<file path="src/core/prvl_consts.svh">
// Constants of the program-memory vector and lookup front end.
// Overview of operation
// - 8192 program bytes, all reached by the 13-bit counter, no banking.
// - Locations 0000H to 000FH hold the reset and interrupt vectors.
// - Vector byte one: memory flag, register flag, zero, counter bits 12-8.
// - Taking reset or interrupt loads both flags and the start address at once.
// - Slots: reset 0, irq b 2, irq 0 4, irq 1 6, timers A and C.
// - Each interrupt fetches its vector only from its own slot address.
// - 0010H-001FH and 0080H-1FFFH are plain program storage.
// - Lookup opcode is served from the 96-byte table at 0020H-007FH.
// - A table entry runs as one two-byte or two one-byte instructions.
// - Table entries start on even addresses; indexing steps by two bytes.
// - Table jump or call reaches any program address held in the entry.
// - Memory flag zero limits data banks to 0 and 15; one uses selection.
`ifndef PRVL_CONSTS_SVH
`define PRVL_CONSTS_SVH

`define PRVL_ROM_DEPTH    8192
`define PRVL_PC_W         13
`define PRVL_VEC_BASE     13'h0000
`define PRVL_VEC_LAST     13'h000f
`define PRVL_GP_LOW_BASE  13'h0010
`define PRVL_REF_BASE     13'h0020
`define PRVL_REF_LAST     13'h007f
`define PRVL_GP_HIGH_BASE 13'h0080
`define PRVL_REF_MIN_IDX  6'h10
`define PRVL_MEM_FLAG_BIT 7
`define PRVL_REG_FLAG_BIT 6
`define PRVL_ZERO_BIT     5
`define PRVL_TBL_JUMP_TAG 3'h2
`define PRVL_TBL_CALL_TAG 3'h3
`define PRVL_RST_MEM_FLAG 1'b0
`define PRVL_RST_REG_FLAG 1'b0
`define PRVL_BANK_ZERO    4'h0
`define PRVL_BANK_PERIPH  4'hf

`endif

</file>
<file path="src/core/prvl_pkg.sv">
// Types shared by the program-memory vector and lookup front end.
package prvl_pkg;
  typedef logic [12:0] prvl_addr_t;
  typedef logic [7:0]  prvl_byte_t;

  // Vector sources; the code times two is the slot address.
  typedef enum logic [2:0] {
    PRVL_SRC_RESET  = 3'b000,
    PRVL_SRC_IRQ_B  = 3'b001,
    PRVL_SRC_IRQ_Z  = 3'b010,
    PRVL_SRC_IRQ_O  = 3'b011,
    PRVL_SRC_UNUSED = 3'b100,
    PRVL_SRC_TMR_Z  = 3'b101,
    PRVL_SRC_TMR_O  = 3'b110,
    PRVL_SRC_NONE   = 3'b111
  } prvl_src_e;

  typedef enum logic [1:0] {
    PRVL_ST_BOOT = 2'b00,
    PRVL_ST_IDLE = 2'b01,
    PRVL_ST_VEC  = 2'b10,
    PRVL_ST_REF  = 2'b11
  } prvl_state_e;

  typedef enum logic [1:0] {
    PRVL_RD_IDLE   = 2'b00,
    PRVL_RD_FIRST  = 2'b01,
    PRVL_RD_SECOND = 2'b10,
    PRVL_RD_LAST   = 2'b11
  } prvl_rd_state_e;
endpackage

</file>
<file path="src/core/prvl_rom_front.sv">
// Top of the program-memory vector fetch and lookup-table service.
`include "prvl_consts.svh"
module prvl_rom_front #(
  parameter int ROM_DEPTH = `PRVL_ROM_DEPTH
) (
  input  wire logic                 clk_sys_in,
  input  wire logic                 sys_rst_in,
  input  wire logic                 irq_req_in,
  input  wire prvl_pkg::prvl_src_e  irq_src_in,
  input  wire logic                 ref_req_in,
  input  wire logic [5:0]           ref_index_in,
  input  wire logic [7:0]           dm_addr_in,
  input  wire logic                 dm_indirect_in,
  input  wire logic [3:0]           bank_sel_in,
  input  wire prvl_pkg::prvl_byte_t rom_data_in,
  output prvl_pkg::prvl_addr_t      rom_addr_out,
  output logic                      rom_rd_out,
  output prvl_pkg::prvl_addr_t      pc_out,
  output logic                      mem_bank_enable_flag_out,
  output logic                      register_bank_enable_flag_out,
  output logic                      busy_out,
  output logic                      vec_done_out,
  output logic                      lut_valid_out,
  output prvl_pkg::prvl_byte_t      lut_first_out,
  output prvl_pkg::prvl_byte_t      lut_second_out,
  output logic                      table_jump_form_out,
  output logic                      table_call_form_out,
  output logic                      ref_err_out,
  output logic [3:0]                dm_bank_out
);
  import prvl_pkg::*;

  // The counter must span exactly the whole program space.
  if (ROM_DEPTH != (1 << `PRVL_PC_W)) begin : g_depth_check
    $error("ROM_DEPTH must equal the 13-bit program space");
  end

  prvl_state_e st_ff;
  prvl_state_e nxt_st;
  prvl_addr_t  rd_base;
  prvl_byte_t  rd_first;
  prvl_byte_t  rd_second;
  logic        rd_done;
  logic        rd_start;
  logic        irq_take;
  logic        ref_take;
  logic        ref_bad;
  logic        vec_fin;
  logic        ref_fin;
  logic        is_jump;
  logic        is_call;
  prvl_addr_t  entry_target;
  logic [3:0]  nxt_bank;

  ////////////////////////////////////////////////////////////////////////////
  // Slot address of a vector source: two bytes per slot from the base.
  function automatic prvl_addr_t slot_addr(input prvl_src_e src);
    slot_addr = `PRVL_VEC_BASE | {9'h000, src, 1'b0};
  endfunction

  // Interrupt sources with a defined slot; reset is left to boot, slot 8 and the code 7 carry no vector.
  function automatic logic src_valid(input prvl_src_e src);
    src_valid = (src != PRVL_SRC_UNUSED) && (src != PRVL_SRC_NONE) &&
                (src != PRVL_SRC_RESET);
  endfunction

  ////////////////////////////////////////////////////////////////////////////
  // Request acceptance. Reset's vector is fetched only by the boot state,
  // an interrupt wins over a lookup offered in the same idle cycle.
  assign irq_take = (st_ff == PRVL_ST_IDLE) && irq_req_in &&
                    src_valid(irq_src_in);
  assign ref_bad  = ref_index_in < `PRVL_REF_MIN_IDX;
  assign ref_take = (st_ff == PRVL_ST_IDLE) && !irq_take && ref_req_in &&
                    !ref_bad;
  assign rd_start = (st_ff == PRVL_ST_BOOT) || irq_take || ref_take;

  // Entry address is twice the index, so always even and in the table.
  assign rd_base = (st_ff == PRVL_ST_BOOT) ? `PRVL_VEC_BASE :
                   irq_take ? slot_addr(irq_src_in) :
                   {6'h00, ref_index_in, 1'b0};

  ////////////////////////////////////////////////////////////////////////////
  // Decoding of a finished transfer.
  assign vec_fin = rd_done && (st_ff == PRVL_ST_VEC);
  assign ref_fin = rd_done && (st_ff == PRVL_ST_REF);
  assign is_jump = rd_first[7:5] == `PRVL_TBL_JUMP_TAG;
  assign is_call = rd_first[7:5] == `PRVL_TBL_CALL_TAG;
  // Both the vector and the branch forms carry a full 13-bit address, so
  // any location, plain storage included, can be a target.
  assign entry_target = {rd_first[4:0], rd_second};

  // Memory flag off confines direct access to bank 0 low half and bank 15,
  // indirect access to bank 0; on, the selected bank is used.
  assign nxt_bank = mem_bank_enable_flag_out ? bank_sel_in :
                    dm_indirect_in ? `PRVL_BANK_ZERO :
                    dm_addr_in[7] ? `PRVL_BANK_PERIPH : `PRVL_BANK_ZERO;

  always_comb begin
    nxt_st = st_ff;
    case (st_ff)
      PRVL_ST_BOOT: nxt_st = PRVL_ST_VEC;
      PRVL_ST_IDLE: begin
        if (irq_take) begin
          nxt_st = PRVL_ST_VEC;
        end else if (ref_take) begin
          nxt_st = PRVL_ST_REF;
        end
      end
      PRVL_ST_VEC:  nxt_st = rd_done ? PRVL_ST_IDLE : PRVL_ST_VEC;
      PRVL_ST_REF:  nxt_st = rd_done ? PRVL_ST_IDLE : PRVL_ST_REF;
      default:      nxt_st = PRVL_ST_IDLE;
    endcase
  end

  ////////////////////////////////////////////////////////////////////////////
  // Reader of the two-byte vector or table entry.
  prvl_pair_reader u_reader (
    .clk_sys_in   (clk_sys_in),
    .sys_rst_in   (sys_rst_in),
    .start_in     (rd_start),
    .base_in      (rd_base),
    .rom_data_in  (rom_data_in),
    .rom_addr_out (rom_addr_out),
    .rom_rd_out   (rom_rd_out),
    .first_out    (rd_first),
    .second_out   (rd_second),
    .done_out     (rd_done)
  );

  ////////////////////////////////////////////////////////////////////////////
  // Sequencer state and one-cycle pulses.
  always_ff @(posedge clk_sys_in) begin
    if (sys_rst_in) begin
      st_ff               <= PRVL_ST_BOOT;
      busy_out            <= 1'b1;
      vec_done_out        <= 1'b0;
      lut_valid_out       <= 1'b0;
      table_jump_form_out <= 1'b0;
      table_call_form_out <= 1'b0;
      ref_err_out         <= 1'b0;
    end else begin
      st_ff               <= nxt_st;
      busy_out            <= nxt_st != PRVL_ST_IDLE;
      vec_done_out        <= vec_fin;
      lut_valid_out       <= ref_fin && !is_jump && !is_call;
      table_jump_form_out <= ref_fin && is_jump;
      table_call_form_out <= ref_fin && is_call;
      ref_err_out         <= (st_ff == PRVL_ST_IDLE) && !irq_take &&
                             ref_req_in && ref_bad;
    end
  end

  // Flags and counter load together from the vector; the zero bit is not
  // checked, a stray one there is simply ignored.
  always_ff @(posedge clk_sys_in) begin
    if (sys_rst_in) begin
      pc_out                        <= `PRVL_VEC_BASE;
      mem_bank_enable_flag_out      <= `PRVL_RST_MEM_FLAG;
      register_bank_enable_flag_out <= `PRVL_RST_REG_FLAG;
    end else if (vec_fin) begin
      mem_bank_enable_flag_out      <= rd_first[`PRVL_MEM_FLAG_BIT];
      register_bank_enable_flag_out <= rd_first[`PRVL_REG_FLAG_BIT];
      pc_out                        <= entry_target;
    end else if (ref_fin && (is_jump || is_call)) begin
      pc_out <= entry_target;
    end
  end

  // Plain entries hand both bytes to the core in place of the opcode.
  always_ff @(posedge clk_sys_in) begin
    if (sys_rst_in) begin
      lut_first_out  <= 8'h00;
      lut_second_out <= 8'h00;
      dm_bank_out    <= `PRVL_BANK_ZERO;
    end else begin
      if (ref_fin) begin
        lut_first_out  <= rd_first;
        lut_second_out <= rd_second;
      end
      dm_bank_out <= nxt_bank;
    end
  end
endmodule // prvl_rom_front

</file>
<file path="src/core/prvl_pair_reader.sv">
// Two-byte reader from an even program address of the synchronous ROM.
`include "prvl_consts.svh"
module prvl_pair_reader (
  input  wire logic               clk_sys_in,
  input  wire logic               sys_rst_in,
  input  wire logic               start_in,
  input  wire prvl_pkg::prvl_addr_t base_in,
  input  wire prvl_pkg::prvl_byte_t rom_data_in,
  output prvl_pkg::prvl_addr_t    rom_addr_out,
  output logic                    rom_rd_out,
  output prvl_pkg::prvl_byte_t    first_out,
  output prvl_pkg::prvl_byte_t    second_out,
  output logic                    done_out
);
  import prvl_pkg::*;

  prvl_rd_state_e st_ff;
  prvl_rd_state_e nxt_st;
  logic           take;

  ////////////////////////////////////////////////////////////////////////////
  // A start is only taken while idle; the caller gates it on its own state.
  assign take = start_in && (st_ff == PRVL_RD_IDLE);

  // ROM data arrives one cycle after the read strobe.
  always_comb begin
    nxt_st = st_ff;
    case (st_ff)
      PRVL_RD_IDLE:   nxt_st = take ? PRVL_RD_FIRST : PRVL_RD_IDLE;
      PRVL_RD_FIRST:  nxt_st = PRVL_RD_SECOND;
      PRVL_RD_SECOND: nxt_st = PRVL_RD_LAST;
      PRVL_RD_LAST:   nxt_st = PRVL_RD_IDLE;
      default:        nxt_st = PRVL_RD_IDLE;
    endcase
  end

  ////////////////////////////////////////////////////////////////////////////
  // State and strobe registers.
  always_ff @(posedge clk_sys_in) begin
    if (sys_rst_in) begin
      st_ff        <= PRVL_RD_IDLE;
      rom_rd_out   <= 1'b0;
      rom_addr_out <= `PRVL_VEC_BASE;
      done_out     <= 1'b0;
    end else begin
      st_ff      <= nxt_st;
      rom_rd_out <= take || (st_ff == PRVL_RD_FIRST);
      done_out   <= (st_ff == PRVL_RD_LAST);
      if (take) begin
        rom_addr_out <= base_in;
      end else if (st_ff == PRVL_RD_FIRST) begin
        rom_addr_out <= rom_addr_out + 13'h0001; // Second byte follows.
      end
    end
  end

  // Captured bytes hold until the next transfer.
  always_ff @(posedge clk_sys_in) begin
    if (sys_rst_in) begin
      first_out  <= 8'h00;
      second_out <= 8'h00;
    end else begin
      if (st_ff == PRVL_RD_SECOND) begin
        first_out <= rom_data_in;
      end
      if (st_ff == PRVL_RD_LAST) begin
        second_out <= rom_data_in;
      end
    end
  end
endmodule // prvl_pair_reader

</file>
<file path="config.mk">
export PLATFORM = sky130hd
export DESIGN_NAME = prvl_rom_front
export DESIGN_NICKNAME = d
export VERILOG_FILES = /design/src/core/prvl_pkg.sv /design/src/core/prvl_rom_front.sv /design/src/core/prvl_pair_reader.sv
export VERILOG_INCLUDE_DIRS = /design/src /design/src/core
export SDC_FILE = /design/constraint.sdc
export NUM_CORES = 1
export LEC_CHECK = 0
export BUFFER_PORTS_ARGS = -buffer_cell sky130_fd_sc_hd__buf_2
export CORE_MARGIN = 2
export CORE_UTILIZATION = 50
export CTS_BUF_LIST = sky130_fd_sc_hd__clkbuf_8 sky130_fd_sc_hd__clkbuf_16
export DETAILED_ROUTE_END_ITERATION = 7
export HOLD_SLACK_MARGIN = 0.03
export PLACE_DENSITY = 0.75
export SLEW_MARGIN = 10
export SYNTH_ARGS = -nofsm -noshare
export SYNTH_HDL_FRONTEND = slang
export SYNTH_SLANG_ARGS = --single-unit
</file>
<file path="constraint.sdc">
create_clock -name clk_sys_in -period 2.1 [get_ports clk_sys_in]
set_clock_uncertainty 0.05 [all_clocks]
set_input_delay 0.105 -clock clk_sys_in [delete_from_list [all_inputs] [get_ports clk_sys_in]]
set_output_delay 0.105 -clock clk_sys_in [all_outputs]
set_load 0.005 [all_outputs]
</file>
==> results of run 1 <==
==> metal layers <==
metal,vias up,global-route usage [%]
li1,1323,-
met1,1202,25.9
met2,66,34.7
met3,8,4.67
met4,0,8.50
met5,-,0
==> worst max-delay path: stages (launching register included) <==
cell and delay (ns):
dfxtp_1 0.39, or3b_2 0.55, a21oi_1 0.15, dlygate4sd3_1 0.57
==> synthesized netlist by cell type, types with 2 or more instances <==
cell type | count | area share [%]
dfxtp_1 | 76 | 50
nand2_1 | 43 | 5.3
nor2_1 | 39 | 4.8
a21oi_1 | 33 | 5.4
mux2i_1 | 29 | 9.5
nand4_1 | 7 | 1.4
o21ai_0 | 7 | 1.1
buf_2 | 6 | 0.98
nor3_1 | 6 | 0.98
xnor2_1 | 6 | 1.7
clkbuf_1 | 5 | 0.61
ha_1 | 5 | 2.0
inv_1 | 4 | 0.49
nand2b_1 | 4 | 0.82
nand3_1 | 4 | 0.65
a21o_1 | 3 | 0.73
and3_1 | 3 | 0.61
buf_4 | 3 | 0.73
nand3_2 | 3 | 0.98
nor2b_1 | 3 | 0.61
o211ai_1 | 3 | 0.73
o21a_1 | 3 | 0.73
xor2_1 | 3 | 0.86
and3_4 | 2 | 0.73
buf_1 | 2 | 0.25
o21ai_1 | 2 | 0.33
==> metrics by stage <==
step | hold slack, ns | instances | worst slack [ns] | utilization [%] | area [µm²]
floorplan | 0.202 | 328 | 0.579 | - | 3060
global placement | 0.312 | 473 | 0.423 | 59.5 | 3520
detailed placement | 0.317 | 473 | 0.373 | 59.5 | 3520
CTS | 0.0357 | 506 | 0.355 | 65.5 | 3880
global route | 0.0470 | 506 | 0.261 | 65.5 | 3880
finish | 0.0445 | 506 | 0.351 | 65.5 | 3880
==> power groups by stage <==
stage	sequential, mW	clock [mW]	combinational [mW]
after floorplan	1.53	0	0.145
after global placement	1.54	0	0.207
after detailed placement	1.54	0	0.212
after CTS	1.50	1.05	0.236
after global routing	1.51	1.10	0.261
final	1.50	1.03	0.236
==> registers in the layout (all words and copies together), names as in the netlist, 2 cells and up <==
name and count:
st_ff 2, u_reader.first_out 8, lut_first_out 8, u_reader.st_ff 2, lut_second_out 8, dm_bank_out 4
u_reader.rom_addr_out 13, u_reader.second_out 8, pc_out 13
==> final timing paths <==
path | to | slack, ns | cells after the start
worst max-delay path | dm_bank_out[3]$_SDFF_PP0_ | 0.35 | 3
worst min-delay path | dm_bank_out[2]$_SDFF_PP0_ | 0.04 | 3
worst max register to register | dm_bank_out[3]$_SDFF_PP0_ | 0.35 | 3
worst min register to register | lut_second_out[1]$_SDFFE_PP0P_ | 0.41 | 2
==> cell families (layout without fill, tap and decap cells) <==
| kind of cell | after synthesis | count (layout) | synth area share, % |
|---|---|---|---|
| simple gates | 124 | 124 | 19.8 |
| flops | 76 | 76 | 49.7 |
| compound gates | 62 | 62 | 12.5 |
| mux | 30 | 30 | 9.84 |
| buf+inv | 22 | 125 | 3.59 |
| xor+xnor | 9 | 9 | 2.57 |
| fa+ha+maj | 5 | 5 | 2.04 |
==> final cells by class <==
class	count	share of cell area [%]
tap	75	2.42
inverter	4	0.387
clock buffer	9	3.20
multi-input combinational	230	37.0
clock inverter	7	1.58
sequential	76	39.3
timing repair buffer	105	16.2
==> impl_metrics.toml, run 1 <==
[run_status]
outcome = "completed"

[detailed_routing]
post_drt_wl_per_cell_um = 13.6
drcViolationCount = 0
ant_nets = 0
wl_met2_um = 3280
drt_first_iter_violations = 118
viasPerCell = 5.14
drtPass1Iterations = 4
vias = 2599
wl_met3_um = 391
top_layer_used = "met4"
m1WireLength_um = 3160
wl_um = 6900

[global_route]
grt_first_pass_wirelength_um = 10800
antenna_found_initial = 0
overflow = 0
grt_pass1_vias = 2407
grt_start_max_net_pins = 42
grt_util_all_layers_pct = 20.8

[finish]
final_common_cell = "buf_2"
diodes = 0
syn_to_final_growth_pct = 26.5
drive_gt1_share_pct = 27.6
final_cell_mix = "buf_2 (81), dfxtp_1 (76), nand2_1 (43), nor2_1 (39), a21oi_1 (33)"
nets = 465
regArea_um2 = 1520
n_fill_cell = 508
multi_input_area_um2 = 1430

[sta]
tns_ns = 0
slew_headroom_pct = 51.9
fmaxAchievable_mhz = 572
layout_min_cycle_time_ns = 1.75
finalSetupViolations = 0
hold_violations = 0
rsz0062_at_grt = "false"
worst_slew_pin_slew_ns = 0.722
finalCritPeriodShare_pct = 83.3
slew_violations = 0

[clocking]
cts_max_level = 3
clockBufferDepth = 2
cts_tree = "done"
clk_latency_ns = 0.35
cts_sinks = 76
cts-resized-gates = 0
cts-root-buf = "clkbuf_8"
cts_buffers = 9
post-cts-setup-buffer-count = 0
path_clk_slew_ns = 0.08
ctsHoldBuffers = 17

[worst_setup_path]
endpoint_kind = "flop"
critPathLaunch = "mem_bank_enable_flag_out$_SDFFE_PP0P_"
cp.required_ns = 2.34
reg2reg_from = "mem_bank_enable_flag_out$_SDFFE_PP0P_"
crit_path_start_kind = "flop"
critPathMaxFanout = 7
cp.arrival_ns = 1.99
criticalPathCategory = "reg -> reg"

[floorplan]
ios = 89
die_w_um = 82.3
core_area_um2 = 5920
die_area_um2 = 6770
start_util_pct = 51.8
die_h_um = 82.3
rows = 28

[power_and_ir_drop]
seqPwrFrac_pct = 54.2
internal_power_mw = 2.03
power.switching_mw = 0.743
ir_worst_vdd_mv = 0.450
p_per_area_nw_per_um2 = 716
leakagePower_nw = 1.57
clockPowerShare_pct = 37.3
comb_power_share_pct = 8.5
total_power_mw = 2.77
sw_frac_of_total_pct = 26.8

[synth]
ys_warn_count = 0
syn_nets = 367
ys_ff_latch = 76
syn_area_per_cell_um2 = 9.34
syn_area_um2 = 3060
synth_edf_count = 0
yosys.cell_types.count = 50
netlist_instances = 328
ys_seq_area_share_pct = 49.7
ys.flop_type = "dfxtp_1"
postSynth.asyncResetShare_pct = 0

[placement]
port_buffers = 81
dpl.hpwl_um = 4800
gp_congestion = 0.726

[hold_path]
hp-class = "in -> reg"
holdCritStartpoint = "dm_indirect_in"

[job]
drv_cap = 0
Note: power is estimated with default switching activity, not from simulation.
==> inputs of run 2 (changes only) <==
--- a/config.mk
+++ b/config.mk
@@ -6,13 +6,14 @@
 export SDC_FILE = /design/constraint.sdc
 export NUM_CORES = 1
 export LEC_CHECK = 0
+export ABC_AREA = 1
 export BUFFER_PORTS_ARGS = -buffer_cell sky130_fd_sc_hd__buf_2
 export CORE_MARGIN = 2
-export CORE_UTILIZATION = 50
+export CORE_UTILIZATION = 46
 export CTS_BUF_LIST = sky130_fd_sc_hd__clkbuf_8 sky130_fd_sc_hd__clkbuf_16
 export DETAILED_ROUTE_END_ITERATION = 7
 export HOLD_SLACK_MARGIN = 0.03
-export PLACE_DENSITY = 0.75
+export PLACE_DENSITY = 0.73
 export SLEW_MARGIN = 10
 export SYNTH_ARGS = -nofsm -noshare
 export SYNTH_HDL_FRONTEND = slang
==> constraint.sdc (replaced) <==
create_clock -name clk_sys_in -period 1.5 [get_ports clk_sys_in]
set_clock_uncertainty 0.05 [all_clocks]
set_input_delay 0.075 -clock clk_sys_in [delete_from_list [all_inputs] [get_ports clk_sys_in]]
set_output_delay 0.075 -clock clk_sys_in [all_outputs]
set_load 0.005 [all_outputs]
==> run 2 against run 1 <==
The flow now finishes with violations (setup timing). Die area is 8.1% higher. First-iteration DRC count up 9.3%. Final area is 7.5% higher. Utilization fell by 0.23 points. Critical path depth is 7 higher. Via count is 16% higher. Combinational power grew to 2.5 times the previous value. Clock power increased by 36%. Sequential share of layout area fell by 2.6 points. Worst setup slack got worse by 0.36 ns. Largest power group unchanged.
==> impl_metrics.toml, run 2 <==
[run_status]
violations = "setup timing"
outcome = "finished, violations left"

[floorplan]
die_h_um = 85.6
core_area_um2 = 6390
rows = 29
die_w_um = 85.6
ios = 89
die_area_um2 = 7320
start_util_pct = 47.9

[detailed_routing]
post_drt_wl_per_cell_um = 12.6
drcViolationCount = 0
m1WireLength_um = 3590
top_layer_used = "met4"
ant_nets = 0
drt_first_iter_violations = 129
drtPass1Iterations = 4
wl_met2_um = 3660
viasPerCell = 4.97
wl_um = 7700
wl_met3_um = 335
vias = 3027

[power_and_ir_drop]
leakagePower_nw = 1.87
p_per_area_nw_per_um2 = 999
ir_worst_vdd_mv = 0.588

[finish]
final_util_pct = 65.2
n_fill_cell = 545
diodes = 0
syn_to_final_growth_pct = 36.2
nets = 566
drive_gt1_share_pct = 29.7
largestRegisters = "pc_out x13, u_reader.rom_addr_out x13"
final_cell_mix = "nor2_1 (81), buf_2 (81), dfxtp_1 (72), nand2_1 (51), a21oi_1 (34)"

[synth]
syn_area_per_cell_um2 = 7.52
netlist_instances = 407
synthMuxAreaShare_pct = 0
synth_compound_area_share_pct = 12.6
ys_ff_latch = 76
post-synth-top-count-cell = "nor2_1"
ys_seq_area_share_pct = 49.7
synth_edf_count = 0
synth_xor_area_share_pct = 1.15
synth_area_leaders = "dfxtp_1 (50%), nor2_1 (10%), nand2_1 (6.9%), nand3_1 (6.1%), a21oi_1 (5.7%)"
ys_warn_count = 0
synth_common_cells = "nor2_1 (84), dfxtp_1 (76), nand2_1 (56), nand3_1 (37), a21oi_1 (35)"
syn_area_um2 = 3060
yosys.cell_types.count = 29
postSynth.asyncResetShare_pct = 0
synth_top_family_by_area = "simple AND/OR/NAND/NOR gates"
synth_top_cell_area_share_pct = 49.7
synth_fa_ha_area_share_pct = 2.04
syn_nets = 446
ys.flop_type = "dfxtp_1"
synth-simple-area-share_pct = 28.1
yosysTopAreaCell = "dfxtp_1"

[worst_setup_path]
r2r_slack_ns = -0.01
criticalPathCategory = "reg -> reg"
cp.required_ns = 1.67
critPathMaxFanout = 6
rr_worst_depth = 10
endpoint_kind = "flop"
reg2reg_to = "u_reader.rom_addr_out[2]$_SDFFE_PP0P_"
crit_path_start_kind = "flop"
reg2reg_from = "st_ff[0]$_SDFF_PP0_"
cp.arrival_ns = 1.68

[sta]
hold_violations = 0
fmaxAchievable_mhz = 662
slew_violations = 0
finalSetupViolations = 1
worst_slack_ns = -0.00987
layout_min_cycle_time_ns = 1.51
slew_headroom_pct = 75.9
holdWs_ns = 0.0279
finalCritPeriodShare_pct = 101
rsz0062_at_grt = "true"
worst_slew_pin_slew_ns = 0.360

[placement]
gp_congestion = 0.875
port_buffers = 81
dpl.hpwl_um = 5310
pre_cts_ws_ns = -0.00786

[clocking]
clk_latency_ns = 0.35
clockBufferDepth = 2
cts_buffers = 9
cts_tree = "done"
cts_max_level = 3
cts-root-buf = "clkbuf_8"
path_clk_slew_ns = 0.08
cts_sinks = 76

[job]
drv_cap = 0

[hold_path]
min_path_cells = 3
holdCritStartpoint = "dm_indirect_in"
hold_path_end = "dm_bank_out[2]$_SDFF_PP0_"
hp-class = "in -> reg"

[global_route]
antenna_found_initial = 0
overflow = 0
grt_util_all_layers_pct = 20.9
grt_first_pass_wirelength_um = 12300
grt_start_max_net_pins = 34
grt_pass1_vias = 2724
run 2: changes by cell type after synthesis, sizes merged, moves of 15 or more:
cell   previous run  this run
nor2             39        88
nand2            43        58
mux2i            29         0
inv               4        29
nand3             8        38
o21ai            10        36
run 2: stage by stage:
stage	area [µm²]	setup TNS, ns	cells	power (mW)
floorplan	3060	0	407	2.50
finish	4170	-0.00987	609	4.16
global route	4170	-0.685	609	4.35
global placement	3680	0	572	2.69
detailed placement	3680	-0.00786	572	2.71
CTS	4040	0	606	4.12
run 2: repair_timing:
action,4_1_cts,5_1_grt
pin swaps,0,15
resized for setup,3,26
setup endpoints to repair,2,14
hold buffers,18,0
cloned,0,1
endpoints found under the hold margin,21,0
setup buffers,0,2
run 2: cell type report:
type / count / area, µm² / area share [%]
Clock inverter: 7 / 52.6 / 1.26
Sequential cell: 76 / 1530 / 36.6
Clock buffer: 9 / 124 / 2.97
Timing Repair Buffer: 125 / 797 / 19.1
Inverter: 32 / 123 / 2.94
Multi-Input combinational cell: 283 / 1450 / 34.7
Tap cell: 77 / 96.3 / 2.31
run 2: worst max path at each step:
stage / startpoint / endpoint / slack, ns / cells past startpoint
global placement: st_ff[0]$_SDFF_PP0_ / u_reader.rom_addr_out[1]$_SDFFE_PP0P_ / 0.06 / 11
detailed placement: st_ff[0]$_SDFF_PP0_ / u_reader.rom_addr_out[11]$_SDFFE_PP0P_ / -0.008 / 9
global route: u_reader.rom_addr_out[1]$_SDFFE_PP0P_ / u_reader.rom_addr_out[11]$_SDFFE_PP0P_ / -0.15 / 8
floorplan: u_reader.st_ff[1]$_SDFF_PP0_ / u_reader.rom_addr_out[12]$_SDFFE_PP0P_ / 0.09 / 9
finish: st_ff[0]$_SDFF_PP0_ / u_reader.rom_addr_out[2]$_SDFFE_PP0P_ / -0.01 / 10
CTS: u_reader.rom_addr_out[0]$_SDFFE_PP0P_ / u_reader.rom_addr_out[11]$_SDFFE_PP0P_ / 0.01 / 8
run 2: metal layers:
layer | vias to the layer above | track usage [%]
met4 | 0 | 7.36
met2 | 73 | 33.9
met5 | - | 0
met1 | 1386 | 28.3
li1 | 1560 | -
met3 | 8 | 3.46
run 2: where the power goes:
part	switching [mW]	internal [mW]	total, mW
clock network	0.795	0.604	1.40
logic	0.336	0.255	0.591
registers	0.0690	2.10	2.17
total	1.20	2.96	4.16
run 2: cell families after synthesis:
family                   count (synthesis)
flip-flops                              76
adder cells (fa/ha/maj)                  5
XOR/XNOR                                 4
AO/OA/AOI/OAI                           75
AND/OR/NAND/NOR                        198
buffers and inverters                   49
run 2: critical path: stages, from the launching register on:
cell and delay (ns):
dfxtp_2 0.35, inv_2 0.05, nor2_4 0.12, nand2_2 0.08, nor2_4 0.18, nor2_4 0.07
nand2_4 0.12, buf_6 0.14, nand3_1 0.08, nand2_1 0.07, a21oi_1 0.06
